===== config.mk =====
export PLATFORM = sky130hd
export DESIGN_NAME = power_down_and_reset_control
export DESIGN_NICKNAME = d
export VERILOG_FILES = /design/src/pd_rst_pkg.sv /design/src/power_down_and_reset_control.sv
export SDC_FILE = /design/constraint.sdc
export NUM_CORES = 1
export LEC_CHECK = 0
export ABC_AREA = 0
export BUFFER_PORTS_ARGS = -buffer_cell sky130_fd_sc_hd__buf_2
export CELL_PAD_IN_SITES_DETAIL_PLACEMENT = 0
export CELL_PAD_IN_SITES_GLOBAL_PLACEMENT = 1
export CORE_MARGIN = 5
export CORE_UTILIZATION = 44
export CTS_CLUSTER_DIAMETER = 200
export DETAILED_ROUTE_END_ITERATION = 10
export GPL_TIMING_DRIVEN = 0
export MAX_ROUTING_LAYER = met4
export PLACE_DENSITY_LB_ADDON = 0.1
export SYNTH_ARGS = -nofsm -noshare
export SYNTH_HDL_FRONTEND = slang
export SYNTH_SLANG_ARGS = --single-unit

===== constraint.sdc =====
create_clock -name REF_CLK_I -period 2.2 [get_ports REF_CLK_I]
set_input_delay 0.22 -clock REF_CLK_I [delete_from_list [all_inputs] [get_ports REF_CLK_I]]
set_output_delay 0.22 -clock REF_CLK_I [all_outputs]
set_load 0.05 [all_outputs]

===== src/pd_rst_pkg.sv =====
// Constants for the power-down and reset control block
//------------------------------------------------------------
//------------------------------------------------------------
package pd_rst_pkg;
    localparam int ADDR_W = 6;
    localparam int NPIN = 8;
    // Register offsets
    localparam logic [5:0] CTRL_OFS = 6'h00;
    localparam logic [5:0] RPWR_OFS = 6'h04;
    localparam logic [5:0] SLEW_OFS = 6'h08;
    localparam logic [5:0] OE_OFS = 6'h0C;
    localparam logic [5:0] SIG_OFS = 6'h10;
    localparam logic [5:0] FUSE_OFS = 6'h14;
    localparam logic [5:0] STAT_OFS = 6'h18;
    localparam logic [5:0] MCELL_OFS = 6'h1C;
    localparam logic [5:0] CFG_OFS = 6'h20;
    // Control fields
    localparam int CTRL_PD_EN = 0;
    localparam int CTRL_SB_EN = 1;
    localparam int CTRL_KEEP_EN = 2;
    // Status fields
    localparam int STAT_PD = 0;
    localparam int STAT_SB = 1;
    localparam int STAT_READY = 2;
    localparam int STAT_FUSE = 3;
    // Pins dedicated to power_down_input_a / power_down_input_b
    localparam int PD_A_PIN = 0;
    localparam int PD_B_PIN = 1;
    // Reset values
    localparam logic [2:0] CTRL_RST = 3'h0;
    localparam logic [7:0] RPWR_RST = 8'h00;
    localparam logic [7:0] SLEW_RST = 8'h00;
    localparam logic [7:0] OE_RST = 8'h00;
    localparam logic [15:0] SIG_RST = 16'h0000;
    localparam logic [7:0] OUT_POL = 8'h0F;
    // Responses
    localparam logic [1:0] RESP_OKAY = 2'h0;
    localparam logic [1:0] RESP_SLVERR = 2'h2;
    // Timing
    localparam int CLK_NS = 20;
    localparam int SETTLE_NS = 1000;
    localparam int SETTLE_CYC = (SETTLE_NS + CLK_NS - 1) / CLK_NS;
    localparam int IDLE_NS = 200;
    localparam int IDLE_CYC = (IDLE_NS + CLK_NS - 1) / CLK_NS;
    localparam int RP_ADDER_CYC = 1;
endpackage


===== src/power_down_and_reset_control.sv =====
// Power-down, standby, keeper, slew and reset control with AXI4-Lite access
//
// Our own choices: register access over AXI4-Lite and the address map.
`timescale 1ns/1ps
module power_down_and_reset_control (
    input wire logic REF_CLK_I,
    input wire logic RSTN_I,
    input wire logic [5:0] S_AXI_AWADDR_I,
    input wire logic S_AXI_AWVALID_I,
    output logic S_AXI_AWREADY_O,
    input wire logic [31:0] S_AXI_WDATA_I,
    input wire logic [3:0] S_AXI_WSTRB_I,
    input wire logic S_AXI_WVALID_I,
    output logic S_AXI_WREADY_O,
    output logic [1:0] S_AXI_BRESP_O,
    output logic S_AXI_BVALID_O,
    input wire logic S_AXI_BREADY_I,
    input wire logic [5:0] S_AXI_ARADDR_I,
    input wire logic S_AXI_ARVALID_I,
    output logic S_AXI_ARREADY_O,
    output logic [31:0] S_AXI_RDATA_O,
    output logic [1:0] S_AXI_RRESP_O,
    output logic S_AXI_RVALID_O,
    input wire logic S_AXI_RREADY_I,
    input wire logic [7:0] PIN_I,
    output logic [7:0] PIN_O,
    output logic [7:0] PIN_OE_O,
    output logic [7:0] PIN_KEEP_OE_O,
    output logic [7:0] SLEW_FAST_O,
    output logic [7:0] FOLDBACK_O,
    output logic POWER_DOWN_O,
    output logic STANDBY_O
);
    localparam logic [7:0] SETTLE_C = 8'(pd_rst_pkg::SETTLE_CYC);
    localparam logic [7:0] IDLE_C = 8'(pd_rst_pkg::IDLE_CYC);
    localparam logic [7:0] PD_MASK = 8'h03;

    logic [2:0] ctrl_reg;
    logic [7:0] rpwr_reg;
    logic [7:0] slew_reg;
    logic [7:0] oe_reg;
    logic [15:0] sig_reg;
    logic fuse_reg;
    logic ready_reg;
    logic [7:0] settle_reg;
    logic [7:0] idle_reg;
    logic [7:0] pin_in_reg;
    logic [7:0] keep_lvl_reg;
    logic [7:0] mc_reg;
    logic [7:0] rp_stage_reg;
    logic [5:0] aw_addr_reg;
    logic aw_have_reg;
    logic [31:0] w_data_reg;
    logic [3:0] w_strb_reg;
    logic w_have_reg;
    logic [5:0] rd_addr_reg;
    logic pd_act;
    logic run;
    logic [7:0] pd_pins;
    logic [7:0] mc_calc;
    logic [7:0] mc_next;
    logic [31:0] wmask;
    logic wr_go;
    logic [31:0] rd_data;
    logic rd_err;

    //------------------------------------------------------------
    // Power-down detection
    //------------------------------------------------------------
    assign pd_act = ctrl_reg[pd_rst_pkg::CTRL_PD_EN] &
        (PIN_I[pd_rst_pkg::PD_A_PIN] | PIN_I[pd_rst_pkg::PD_B_PIN]);
    assign run = ready_reg & ~pd_act;
    assign pd_pins = ctrl_reg[pd_rst_pkg::CTRL_PD_EN] ? PD_MASK : 8'h00;

    always_ff @(posedge REF_CLK_I or negedge RSTN_I) begin
        if (!RSTN_I) begin
            POWER_DOWN_O <= 1'b0;
        end else begin
            POWER_DOWN_O <= pd_act;
        end
    end

    //------------------------------------------------------------
    // Reset settling
    //------------------------------------------------------------
    always_ff @(posedge REF_CLK_I or negedge RSTN_I) begin
        if (!RSTN_I) begin
            settle_reg <= 8'h00;
            ready_reg <= 1'b0;
        end else if (!ready_reg) begin
            settle_reg <= settle_reg + 8'h01;
            ready_reg <= (settle_reg == SETTLE_C - 8'h01);
        end
    end

    //------------------------------------------------------------
    // Pin sampling and keeper level
    //------------------------------------------------------------
    always_ff @(posedge REF_CLK_I or negedge RSTN_I) begin
        if (!RSTN_I) begin
            pin_in_reg <= 8'h00;
            keep_lvl_reg <= 8'h00;
        end else if (run) begin
            pin_in_reg <= PIN_I & ~pd_pins;
            keep_lvl_reg <= PIN_I;
        end
    end

    //------------------------------------------------------------
    // Macrocell array
    //------------------------------------------------------------
    assign mc_calc = pin_in_reg ^ {mc_reg[6:0], mc_reg[7]};
    assign mc_next = (rpwr_reg & rp_stage_reg) | (~rpwr_reg & mc_calc);

    always_ff @(posedge REF_CLK_I or negedge RSTN_I) begin
        if (!RSTN_I) begin
            mc_reg <= 8'h00;
            rp_stage_reg <= 8'h00;
            FOLDBACK_O <= 8'h00;
        end else if (run) begin
            rp_stage_reg <= mc_calc;
            mc_reg <= mc_next;
            FOLDBACK_O <= ~mc_calc;
        end
    end

    //------------------------------------------------------------
    // Output drivers
    //------------------------------------------------------------
    always_ff @(posedge REF_CLK_I or negedge RSTN_I) begin
        if (!RSTN_I) begin
            PIN_O <= pd_rst_pkg::OUT_POL;
            PIN_OE_O <= 8'h00;
            PIN_KEEP_OE_O <= 8'h00;
        end else if (run) begin
            PIN_O <= (oe_reg & (mc_reg ^ pd_rst_pkg::OUT_POL)) | (~oe_reg & keep_lvl_reg);
            PIN_OE_O <= oe_reg & ~pd_pins;
            PIN_KEEP_OE_O <= {8{ctrl_reg[pd_rst_pkg::CTRL_KEEP_EN]}} & ~oe_reg & ~pd_pins;
        end
    end

    always_ff @(posedge REF_CLK_I or negedge RSTN_I) begin
        if (!RSTN_I) begin
            SLEW_FAST_O <= pd_rst_pkg::SLEW_RST;
        end else begin
            SLEW_FAST_O <= slew_reg;
        end
    end

    //------------------------------------------------------------
    // Automatic standby
    //------------------------------------------------------------
    always_ff @(posedge REF_CLK_I or negedge RSTN_I) begin
        if (!RSTN_I) begin
            idle_reg <= 8'h00;
            STANDBY_O <= 1'b0;
        end else if (!ctrl_reg[pd_rst_pkg::CTRL_SB_EN] || !run || PIN_I != keep_lvl_reg) begin
            idle_reg <= 8'h00;
            STANDBY_O <= 1'b0;
        end else if (idle_reg != IDLE_C) begin
            idle_reg <= idle_reg + 8'h01;
        end else begin
            STANDBY_O <= 1'b1;
        end
    end

    //------------------------------------------------------------
    // AXI4-Lite write channel
    //------------------------------------------------------------
    assign wr_go = aw_have_reg & w_have_reg & ~S_AXI_BVALID_O;
    assign wmask = {{8{w_strb_reg[3]}}, {8{w_strb_reg[2]}}, {8{w_strb_reg[1]}}, {8{w_strb_reg[0]}}};

    always_ff @(posedge REF_CLK_I or negedge RSTN_I) begin
        if (!RSTN_I) begin
            aw_addr_reg <= 6'h00;
            aw_have_reg <= 1'b0;
            S_AXI_AWREADY_O <= 1'b1;
        end else if (S_AXI_AWVALID_I && S_AXI_AWREADY_O) begin
            aw_addr_reg <= S_AXI_AWADDR_I;
            aw_have_reg <= 1'b1;
            S_AXI_AWREADY_O <= 1'b0;
        end else if (wr_go) begin
            aw_have_reg <= 1'b0;
        end else if (S_AXI_BVALID_O && S_AXI_BREADY_I) begin
            S_AXI_AWREADY_O <= 1'b1;
        end
    end

    always_ff @(posedge REF_CLK_I or negedge RSTN_I) begin
        if (!RSTN_I) begin
            w_data_reg <= 32'h00000000;
            w_strb_reg <= 4'h0;
            w_have_reg <= 1'b0;
            S_AXI_WREADY_O <= 1'b1;
        end else if (S_AXI_WVALID_I && S_AXI_WREADY_O) begin
            w_data_reg <= S_AXI_WDATA_I;
            w_strb_reg <= S_AXI_WSTRB_I;
            w_have_reg <= 1'b1;
            S_AXI_WREADY_O <= 1'b0;
        end else if (wr_go) begin
            w_have_reg <= 1'b0;
        end else if (S_AXI_BVALID_O && S_AXI_BREADY_I) begin
            S_AXI_WREADY_O <= 1'b1;
        end
    end

    always_ff @(posedge REF_CLK_I or negedge RSTN_I) begin
        if (!RSTN_I) begin
            S_AXI_BVALID_O <= 1'b0;
            S_AXI_BRESP_O <= pd_rst_pkg::RESP_OKAY;
        end else if (wr_go) begin
            S_AXI_BVALID_O <= 1'b1;
            S_AXI_BRESP_O <= (aw_addr_reg > pd_rst_pkg::CFG_OFS || aw_addr_reg[1:0] != 2'h0) ?
                pd_rst_pkg::RESP_SLVERR : pd_rst_pkg::RESP_OKAY;
        end else if (S_AXI_BREADY_I) begin
            S_AXI_BVALID_O <= 1'b0;
        end
    end

    //------------------------------------------------------------
    // Configuration registers
    //------------------------------------------------------------
    always_ff @(posedge REF_CLK_I or negedge RSTN_I) begin
        if (!RSTN_I) begin
            ctrl_reg <= pd_rst_pkg::CTRL_RST;
            rpwr_reg <= pd_rst_pkg::RPWR_RST;
            slew_reg <= pd_rst_pkg::SLEW_RST;
            oe_reg <= pd_rst_pkg::OE_RST;
            sig_reg <= pd_rst_pkg::SIG_RST;
        end else if (wr_go) begin
            unique case (aw_addr_reg)
                pd_rst_pkg::CTRL_OFS: begin
                    ctrl_reg <= (ctrl_reg & ~wmask[2:0]) | (w_data_reg[2:0] & wmask[2:0]);
                end
                pd_rst_pkg::RPWR_OFS: begin
                    rpwr_reg <= (rpwr_reg & ~wmask[7:0]) | (w_data_reg[7:0] & wmask[7:0]);
                end
                pd_rst_pkg::SLEW_OFS: begin
                    slew_reg <= (slew_reg & ~wmask[7:0]) | (w_data_reg[7:0] & wmask[7:0]);
                end
                pd_rst_pkg::OE_OFS: begin
                    oe_reg <= (oe_reg & ~wmask[7:0]) | (w_data_reg[7:0] & wmask[7:0]);
                end
                pd_rst_pkg::SIG_OFS: begin
                    sig_reg <= (sig_reg & ~wmask[15:0]) | (w_data_reg[15:0] & wmask[15:0]);
                end
                default: begin
                end
            endcase
        end
    end

    always_ff @(posedge REF_CLK_I or negedge RSTN_I) begin
        if (!RSTN_I) begin
            fuse_reg <= 1'b0;
        end else if (wr_go && aw_addr_reg == pd_rst_pkg::FUSE_OFS && w_strb_reg[0] && w_data_reg[0]) begin
            fuse_reg <= 1'b1;
        end
    end

    //------------------------------------------------------------
    // AXI4-Lite read channel
    //------------------------------------------------------------
    always_comb begin
        rd_data = 32'h00000000;
        rd_err = 1'b0;
        unique case (S_AXI_ARADDR_I)
            pd_rst_pkg::CTRL_OFS: rd_data[2:0] = ctrl_reg;
            pd_rst_pkg::RPWR_OFS: rd_data[7:0] = rpwr_reg;
            pd_rst_pkg::SLEW_OFS: rd_data[7:0] = slew_reg;
            pd_rst_pkg::OE_OFS: rd_data[7:0] = oe_reg;
            pd_rst_pkg::SIG_OFS: rd_data[15:0] = sig_reg;
            pd_rst_pkg::FUSE_OFS: rd_data[0] = fuse_reg;
            pd_rst_pkg::STAT_OFS: rd_data[3:0] = {fuse_reg, ready_reg, STANDBY_O, POWER_DOWN_O};
            pd_rst_pkg::MCELL_OFS: rd_data[15:0] = {FOLDBACK_O, mc_reg};
            pd_rst_pkg::CFG_OFS: begin
                if (fuse_reg) begin
                    rd_err = 1'b1;
                end else begin
                    rd_data = {oe_reg, slew_reg, rpwr_reg, 5'h00, ctrl_reg};
                end
            end
            default: rd_err = 1'b1;
        endcase
    end

    always_ff @(posedge REF_CLK_I or negedge RSTN_I) begin
        if (!RSTN_I) begin
            S_AXI_ARREADY_O <= 1'b1;
            S_AXI_RVALID_O <= 1'b0;
            S_AXI_RDATA_O <= 32'h00000000;
            S_AXI_RRESP_O <= pd_rst_pkg::RESP_OKAY;
            rd_addr_reg <= 6'h00;
        end else if (S_AXI_ARVALID_I && S_AXI_ARREADY_O) begin
            S_AXI_ARREADY_O <= 1'b0;
            S_AXI_RVALID_O <= 1'b1;
            S_AXI_RDATA_O <= rd_data;
            S_AXI_RRESP_O <= rd_err ? pd_rst_pkg::RESP_SLVERR : pd_rst_pkg::RESP_OKAY;
            rd_addr_reg <= S_AXI_ARADDR_I;
        end else if (S_AXI_RVALID_O && S_AXI_RREADY_I) begin
            S_AXI_ARREADY_O <= 1'b1;
            S_AXI_RVALID_O <= 1'b0;
        end
    end

    //------------------------------------------------------------
    // Assertions
    //------------------------------------------------------------
    AST_PD_ENTER: assert property (@(posedge REF_CLK_I) disable iff (!RSTN_I)
        ctrl_reg[0] && (PIN_I[0] || PIN_I[1]) |=> POWER_DOWN_O)
        else $error("Power-down not entered");
    AST_PD_FREEZE: assert property (@(posedge REF_CLK_I) disable iff (!RSTN_I)
        pd_act |=> $stable(mc_reg) && $stable(FOLDBACK_O))
        else $error("Internal state moved in power-down");
    AST_PD_OUT: assert property (@(posedge REF_CLK_I) disable iff (!RSTN_I)
        pd_act |=> $stable(PIN_O) && $stable(PIN_OE_O))
        else $error("Outputs moved in power-down");
    AST_PD_PINS: assert property (@(posedge REF_CLK_I) disable iff (!RSTN_I)
        pd_act ##1 !pd_act && ready_reg |=> pin_in_reg == ($past(PIN_I) & ~$past(pd_pins)))
        else $error("Pins not followed after power-down");
    AST_PD_DEDIC: assert property (@(posedge REF_CLK_I) disable iff (!RSTN_I)
        ctrl_reg[0] && run |=> !PIN_OE_O[0] && !PIN_OE_O[1] && !pin_in_reg[0] && !pin_in_reg[1])
        else $error("Power-down pin used as logic");
    AST_STANDBY: assert property (@(posedge REF_CLK_I) disable iff (!RSTN_I)
        STANDBY_O && PIN_I != keep_lvl_reg |=> !STANDBY_O)
        else $error("Standby not left on activity");
    AST_RP_DELAY: assert property (@(posedge REF_CLK_I) disable iff (!RSTN_I)
        run && rpwr_reg[2] |=> mc_reg[2] == $past(rp_stage_reg[2]))
        else $error("Reduced-power path not delayed");
    AST_SLEW: assert property (@(posedge REF_CLK_I) disable iff (!RSTN_I)
        $stable(slew_reg) |=> SLEW_FAST_O == $past(slew_reg))
        else $error("Slew output wrong");
    AST_INIT: assert property (@(posedge REF_CLK_I) disable iff (!RSTN_I)
        !ready_reg |-> mc_reg == 8'h00 && PIN_O == pd_rst_pkg::OUT_POL)
        else $error("Registers not initialized");
    AST_KEEP: assert property (@(posedge REF_CLK_I) disable iff (!RSTN_I)
        run && ctrl_reg[2] && !oe_reg[5] |=> PIN_KEEP_OE_O[5] && PIN_O[5] == $past(keep_lvl_reg[5]))
        else $error("Keeper level lost");
    AST_FUSE: assert property (@(posedge REF_CLK_I) disable iff (!RSTN_I)
        S_AXI_ARVALID_I && S_AXI_ARREADY_O && S_AXI_ARADDR_I == pd_rst_pkg::CFG_OFS && fuse_reg
        |=> S_AXI_RRESP_O == pd_rst_pkg::RESP_SLVERR && S_AXI_RDATA_O == 32'h00000000)
        else $error("Readback not refused");
    AST_SIG: assert property (@(posedge REF_CLK_I) disable iff (!RSTN_I)
        S_AXI_RVALID_O && rd_addr_reg == pd_rst_pkg::SIG_OFS |-> S_AXI_RRESP_O == pd_rst_pkg::RESP_OKAY)
        else $error("Signature read refused");
    AST_RESUME: assert property (@(posedge REF_CLK_I) disable iff (!RSTN_I)
        pd_act ##1 run |-> mc_reg == $past(mc_reg))
        else $error("State lost on power-down exit");
    AST_FOLD: assert property (@(posedge REF_CLK_I) disable iff (!RSTN_I)
        ctrl_reg[pd_rst_pkg::CTRL_PD_EN] && run |=>
        FOLDBACK_O[1:0] == ~($past(pin_in_reg[1:0]) ^ {$past(mc_reg[0]), $past(mc_reg[7])}))
        else $error("Foldback lost behind power-down pin");
endmodule


* After elaboration in Yosys (flattened, before gate mapping) *
Index checks and enable logic that the tools add are counted.

operators by class
  equality and inequality tests = 19
  reduce and logical (&&, ||, !) cells = 31
  add/sub/neg operators = 2
  bitwise logic cells = 39
  $lt $le $gt $ge = 1
  multiplexer cells = 30

operators with widths
  cell                 count
  $and 8x8->8          12
  $or 8x8->8           5
  $eq 6x5->1 const B   6
  $and 16x16->16       2
  $mux 32              1
  $not 8->8            4
  $eq 6x4->1 const B   4
  $pmux 4 s6           1
  $pmux 8 s3           1
  $mux 1               17
  $add 8x1->8 const B  2
  $mux 16              1
  $mux 8               2
  $not 16->16          1
  $or 16x16->16        1
  $pmux 2 s8           1
  $reduce_bool 2->1    8
  $reduce_and 2->1     7
  $eq 6x3->1 const B   2
  $logic_not 6->1      2
  $pmux 1 s9           1
  $eq 8x6->1 const B   1
  $logic_and 1x1->1    8
  $ne 8x4->1 const B   1
  other kinds (20)     31

storage, ports and cells
  flip-flop bits (word level) = 202
  bits of input ports = 63
  word-level logic and storage cells = 155

* Longest topological paths before layout *
  word-level depth = 8
  mapped depth = 8
  depth with buffers taken out = 7

* Worst setup path after synthesis *
OpenSTA, ideal clock, no wires.

  kind = register to register
  start point = register S_AXI_BVALID_O
  end point = register (tool-made name)
  arrival = 1.912 ns
  slack = 0.163 ns
  stages on the path, launching flop included = 6
  required time = 2.075 ns
  cell sequence = dfrtp_1 -> nand3b_4 -> nor4b_2 -> nand3_1 -> nor2_2 -> mux2_2

RTL lines
  item                      line                                 text
  start: declaration        power_down_and_reset_control.sv:16   output logic S_AXI_BVALID_O,
  start signal: assignment  power_down_and_reset_control.sv:209  S_AXI_BVALID_O <= 1'b0;
  start signal: assignment  power_down_and_reset_control.sv:212  S_AXI_BVALID_O <= 1'b1;
  start signal: assignment  power_down_and_reset_control.sv:216  S_AXI_BVALID_O <= 1'b0;

==> metrics.md <==
| Metric | Value |
|---|---|
| Placement row count | `50` |
| Area of the core | `0.0185 mm²` |
| Post-Synth XOR/XNOR Area | `3.20%` |
| Vias per Instance | `5.39` |
| Area used by multi-input combinational logic | `0.00319 mm²` |
| Area fraction of the dominant cell type after synthesis | `57.0%` |
| Ys Warns | `0` |
| Gr ovfl total | `0` |
| Compound-Gate Fraction of Synth Area | `11.3%` |
| Syn Area/Cell | `11.9 µm²` |
| Register Area | `0.00486 mm²` |
| Die span in x | `147 µm` |
| Biggest area contributors in the synthesized netlist | `sky130_fd_sc_hd__dfrtp_1 57%, sky130_fd_sc_hd__mux2_2 9.6%, sky130_fd_sc_hd__nand2_1 5.3%` |
| Pin count of the biggest net entering global routing | `99` |
| Cell Pwr Density | `875 mW/mm²` |
| F_max | `481 MHz` |
| Predominant post-synthesis flop cell | `sky130_fd_sc_hd__dfrtp_1` |
| Crit path largest cell delay | `430 ps` |
| Type of element launching the critical path | `flop` |
| Worst Tran Pin Value | `759 ps` |
| Layout-stage area growth over the synthesis result | `20.6%` |
| Root Driver | `sky130_fd_sc_hd__clkbuf_16` |
| Rel. slew slack | `49.4%` |
| Slowest stage cell, crit path | `sky130_fd_sc_hd__dfrtp_1` |
| Period utilization | `94.5%` |
| Clock Latency Late Sink | `430 ps` |
| Number of sinks handled by clock tree synthesis | `194` |
| Endpoint arrival time on the critical path | `2390 ps` |
| Async set-or-reset flop fraction in the synthesized netlist | `100%` |
| Die Outline Area | `0.0215 mm²` |
| Largest family of logic cells by synthesized area | `multiplexers` |
| Drt total wl | `20,900 µm` |
| Share of synthesized area spent on multiplexers | `11.8%` |
| Worst Path Buf+Inv | `0` |
| Adder-cell share of the synthesized area | `0.610%` |
| Reg clk slew, reported paths | `70 ps` |
| Initial core utilization | `44.3%` |
| Layout Utilization | `53.4%` |
| Number of antenna violations at the first check in global routing | `0` |
| Period minus WS final | `2080 ps` |
| Top cell type by total area after synthesis | `sky130_fd_sc_hd__dfrtp_1` |
| Placer congestion estimate | `0.838` |
| PnR worst setup slack | `120 ps` |
| Worst hold path stage count | `2` |
| Minimum setup slack after placement | `-37.7 ps` |
| Number of cells produced by synthesis | `690` |
| Req. time, crit path | `2510 ps` |
| Fraction of layout instances using a drive strength above 1 | `30.1%` |
| Logic depth of the worst register-to-register path | `5` |
| Hold slack final | `12.4 ps` |
| Global-route total usage across every layer | `20.7%` |
| Post-detailed-route DRC marker count | `0` |
| Largest fanout of any net on the critical path | `8` |
| Count of final max-slew check failures | `0` |
| Synthesized flop and latch total | `194` |
| Final total power | `8.66 mW` |
| Number of primary I/O pins | `146` |
| Pre-Repair DR Iteration Count | `5` |
| Synthesized cell area | `0.00820 mm²` |
| First-pass GRT wire length | `33,700 µm` |
| Post-detailed-route count of antenna-violating nets | `0` |
| Number of enable flip-flop cells after synthesis | `0` |
| Sequential fraction of the synthesis area | `59.3%` |
| Type of the worst setup path | `flop to flop` |
| Family with the most delay on the worst path | `simple AND/OR/NAND/NOR gates` |
| Unrepaired setup endpoints after global routing | `false` |
| CTS tree | `yes` |
| Worst Setup End Kind | `flop` |
| Count of distinct cell types in the synthesized netlist | `55` |
| Number of fill cells | `1,640` |
| Via count of the first global-routing pass | `5,995` |
| Count of endpoints failing hold in the final timing report | `0` |
| Outcome | `complete, no violations` |
| Die Y-Extent | `147 µm` |
| Total via count after detailed routing | `5,876` |
| Setup violators final | `0` |
| Static leakage | `4.83 nW` |
| Detailed Place HPWL | `15,400 µm` |
| WHS Endpoint | `S_AXI_RVALID_O$_DFFE_PN0P_` |
| Total of buffers placed on input and output ports | `123` |
| Hold Path Class | `input port to flop` |
| VDD IR-drop max | `0.518 mV` |
| Maximum number of buffers from clock root to sink | `2` |
| R2R setup slack | `120 ps` |
| Setup Skew | `9.82 ps` |
| Reg-to-reg critical path startpoint | `S_AXI_BVALID_O$_DFFE_PN0P_` |
| Cell-by-cell trace of the critical path | `nand3b_4, nor4b_2, nand3_1, nor2_2, mux2_2` |
| CTS HTree Levels | `4` |
| WL per Instance | `19.2 µm` |
| Number of DRC markers after the initial detailed-route iteration | `366` |
| Antenna diode instance count | `0` |
| Basic-gate share of the synthesized area counting and, or, nand and nor cells | `11.5%` |
| Startpoint of the worst hold path | `S_AXI_RREADY_I` |
| Number of violations of the max-capacitance limit | `0` |
| TritonCTS buffer count | `17` |
| Number of nets in the layout | `910` |
-- through the flow --
stage	std cells	cell area [µm²]	setup TNS [ps]
floorplan	691	8210	0
detailed placement	1049	9150	-37.7
CTS	1088	9860	0
finish	1090	9890	0
global placement	1048	9120	-407780
global route	1090	9890	0
-- cell families (layout without fill, tap and decap cells) --
| group | count (synthesis) | count (layout) |
|---|---|---|
| buffers and inverters | 38 | 203 |
| XOR/XNOR | 30 | 30 |
| AO/OA/AOI/OAI | 133 | 133 |
| other | 1 | 2 |
| adder cells (fa/ha/maj) | 4 | 4 |
| multiplexers | 87 | 87 |
| flip-flops | 194 | 194 |
| AND/OR/NAND/NOR | 203 | 203 |
-- area by class of cell --
class	instances	area share, %
plain buffers	30	1.54
clock inverters	14	1.95
well taps	234	2.96
clock buffers	18	4.44
inverters	8	0.303
flip-flops and latches	194	49.2
multi-input cells	459	32.2
repair buffers	133	7.46
-- synth_stat cells (2+ instances only) --
library cell,instances
sky130_fd_sc_hd__a211oi_1,5
sky130_fd_sc_hd__a21oi_1,13
sky130_fd_sc_hd__a221oi_1,5
sky130_fd_sc_hd__a22o_1,27
sky130_fd_sc_hd__a22oi_1,10
sky130_fd_sc_hd__a32oi_1,3
sky130_fd_sc_hd__and3_1,6
sky130_fd_sc_hd__buf_2,4
sky130_fd_sc_hd__buf_4,3
sky130_fd_sc_hd__buf_6,3
sky130_fd_sc_hd__clkbuf_1,19
sky130_fd_sc_hd__dfrtp_1,187
sky130_fd_sc_hd__dfstp_2,7
sky130_fd_sc_hd__ha_1,4
sky130_fd_sc_hd__inv_1,7
sky130_fd_sc_hd__mux2_2,70
sky130_fd_sc_hd__mux2i_1,16
sky130_fd_sc_hd__nand2_1,115
sky130_fd_sc_hd__nand2b_1,8
sky130_fd_sc_hd__nand3_1,11
sky130_fd_sc_hd__nand4_1,4
sky130_fd_sc_hd__nor2_1,35
sky130_fd_sc_hd__nor2b_1,4
sky130_fd_sc_hd__nor3_1,3
sky130_fd_sc_hd__nor3b_1,2
sky130_fd_sc_hd__nor4_1,2
sky130_fd_sc_hd__nor4b_1,2
sky130_fd_sc_hd__o21a_1,9
sky130_fd_sc_hd__o21ai_0,40
sky130_fd_sc_hd__o2bb2ai_1,13
sky130_fd_sc_hd__xnor2_1,19
sky130_fd_sc_hd__xor2_1,11
-- routing by layer --
layer	routed length [µm]	share of wire (%)	GRT usage, %
met1	9860	47	28.9
met2	9750	47	31.3
met3	997	4.8	4.25
met4	269	1.3	4.89
met5	0	0	-
-- layout by cell type (no fill, tap or decap), types with 16 or more instances in the layout --
cell type and n:
sky130_fd_sc_hd__nand2_1 115, sky130_fd_sc_hd__o21ai_0 40, sky130_fd_sc_hd__clkbuf_16 17, sky130_fd_sc_hd__a22o_1 27
sky130_fd_sc_hd__buf_2 126, sky130_fd_sc_hd__mux2_2 70, sky130_fd_sc_hd__clkbuf_1 18, sky130_fd_sc_hd__xnor2_1 19
sky130_fd_sc_hd__dfrtp_1 187, sky130_fd_sc_hd__nor2_1 35, sky130_fd_sc_hd__mux2i_1 16
-- report_power, final --
part	total (mW)	leakage, nW	internal, mW	switching [mW]
registers	4.38	2.54	3.94	0.437
logic	1.00	1.99	0.449	0.551
clock network	3.28	0.308	1.87	1.41
-- worst reg2reg max path, cell delays in order, from the launching register on --
cell and delay (ps):
sky130_fd_sc_hd__dfrtp_1 430, sky130_fd_sc_hd__nand3b_4 200, sky130_fd_sc_hd__nor4b_2 410, sky130_fd_sc_hd__nand3_1 150, sky130_fd_sc_hd__nor2_2 380, sky130_fd_sc_hd__mux2_2 400
-- worst max path at each step --
stage / startpoint / to / slack [ps] / depth (start not counted)
6_report: S_AXI_BVALID_O$_DFFE_PN0P_ / flop / 120 / 5
5_1_grt: S_AXI_BVALID_O$_DFFE_PN0P_ / flop / 0.6 / 5
4_1_cts: aw_addr_reg[0]$_DFFE_PN0P_ / flop / 10 / 3
3_5_place_dp: keep_lvl_reg[1]$_DFFE_PN0N_ / idle_reg[1]$_DFFE_PN0P_ / -40 / 5
3_3_place_gp: RSTN_I / w_have_reg$_DFFE_PN0P_ / -2160 / 1
2_1_floorplan: S_AXI_BVALID_O$_DFFE_PN0P_ / flop / 160 / 5
-- what timing repair did --
item | 4_1_cts | 5_1_grt
endpoints found under the hold margin | 101 | 0
buffers inserted | 0 | 2
setup endpoints to repair | 1 | 22
hold buffers | 7 | 0
resized for setup | 1 | 5
pin swaps | 0 | 1
No activity file was read; power rests on OpenSTA's default activity.
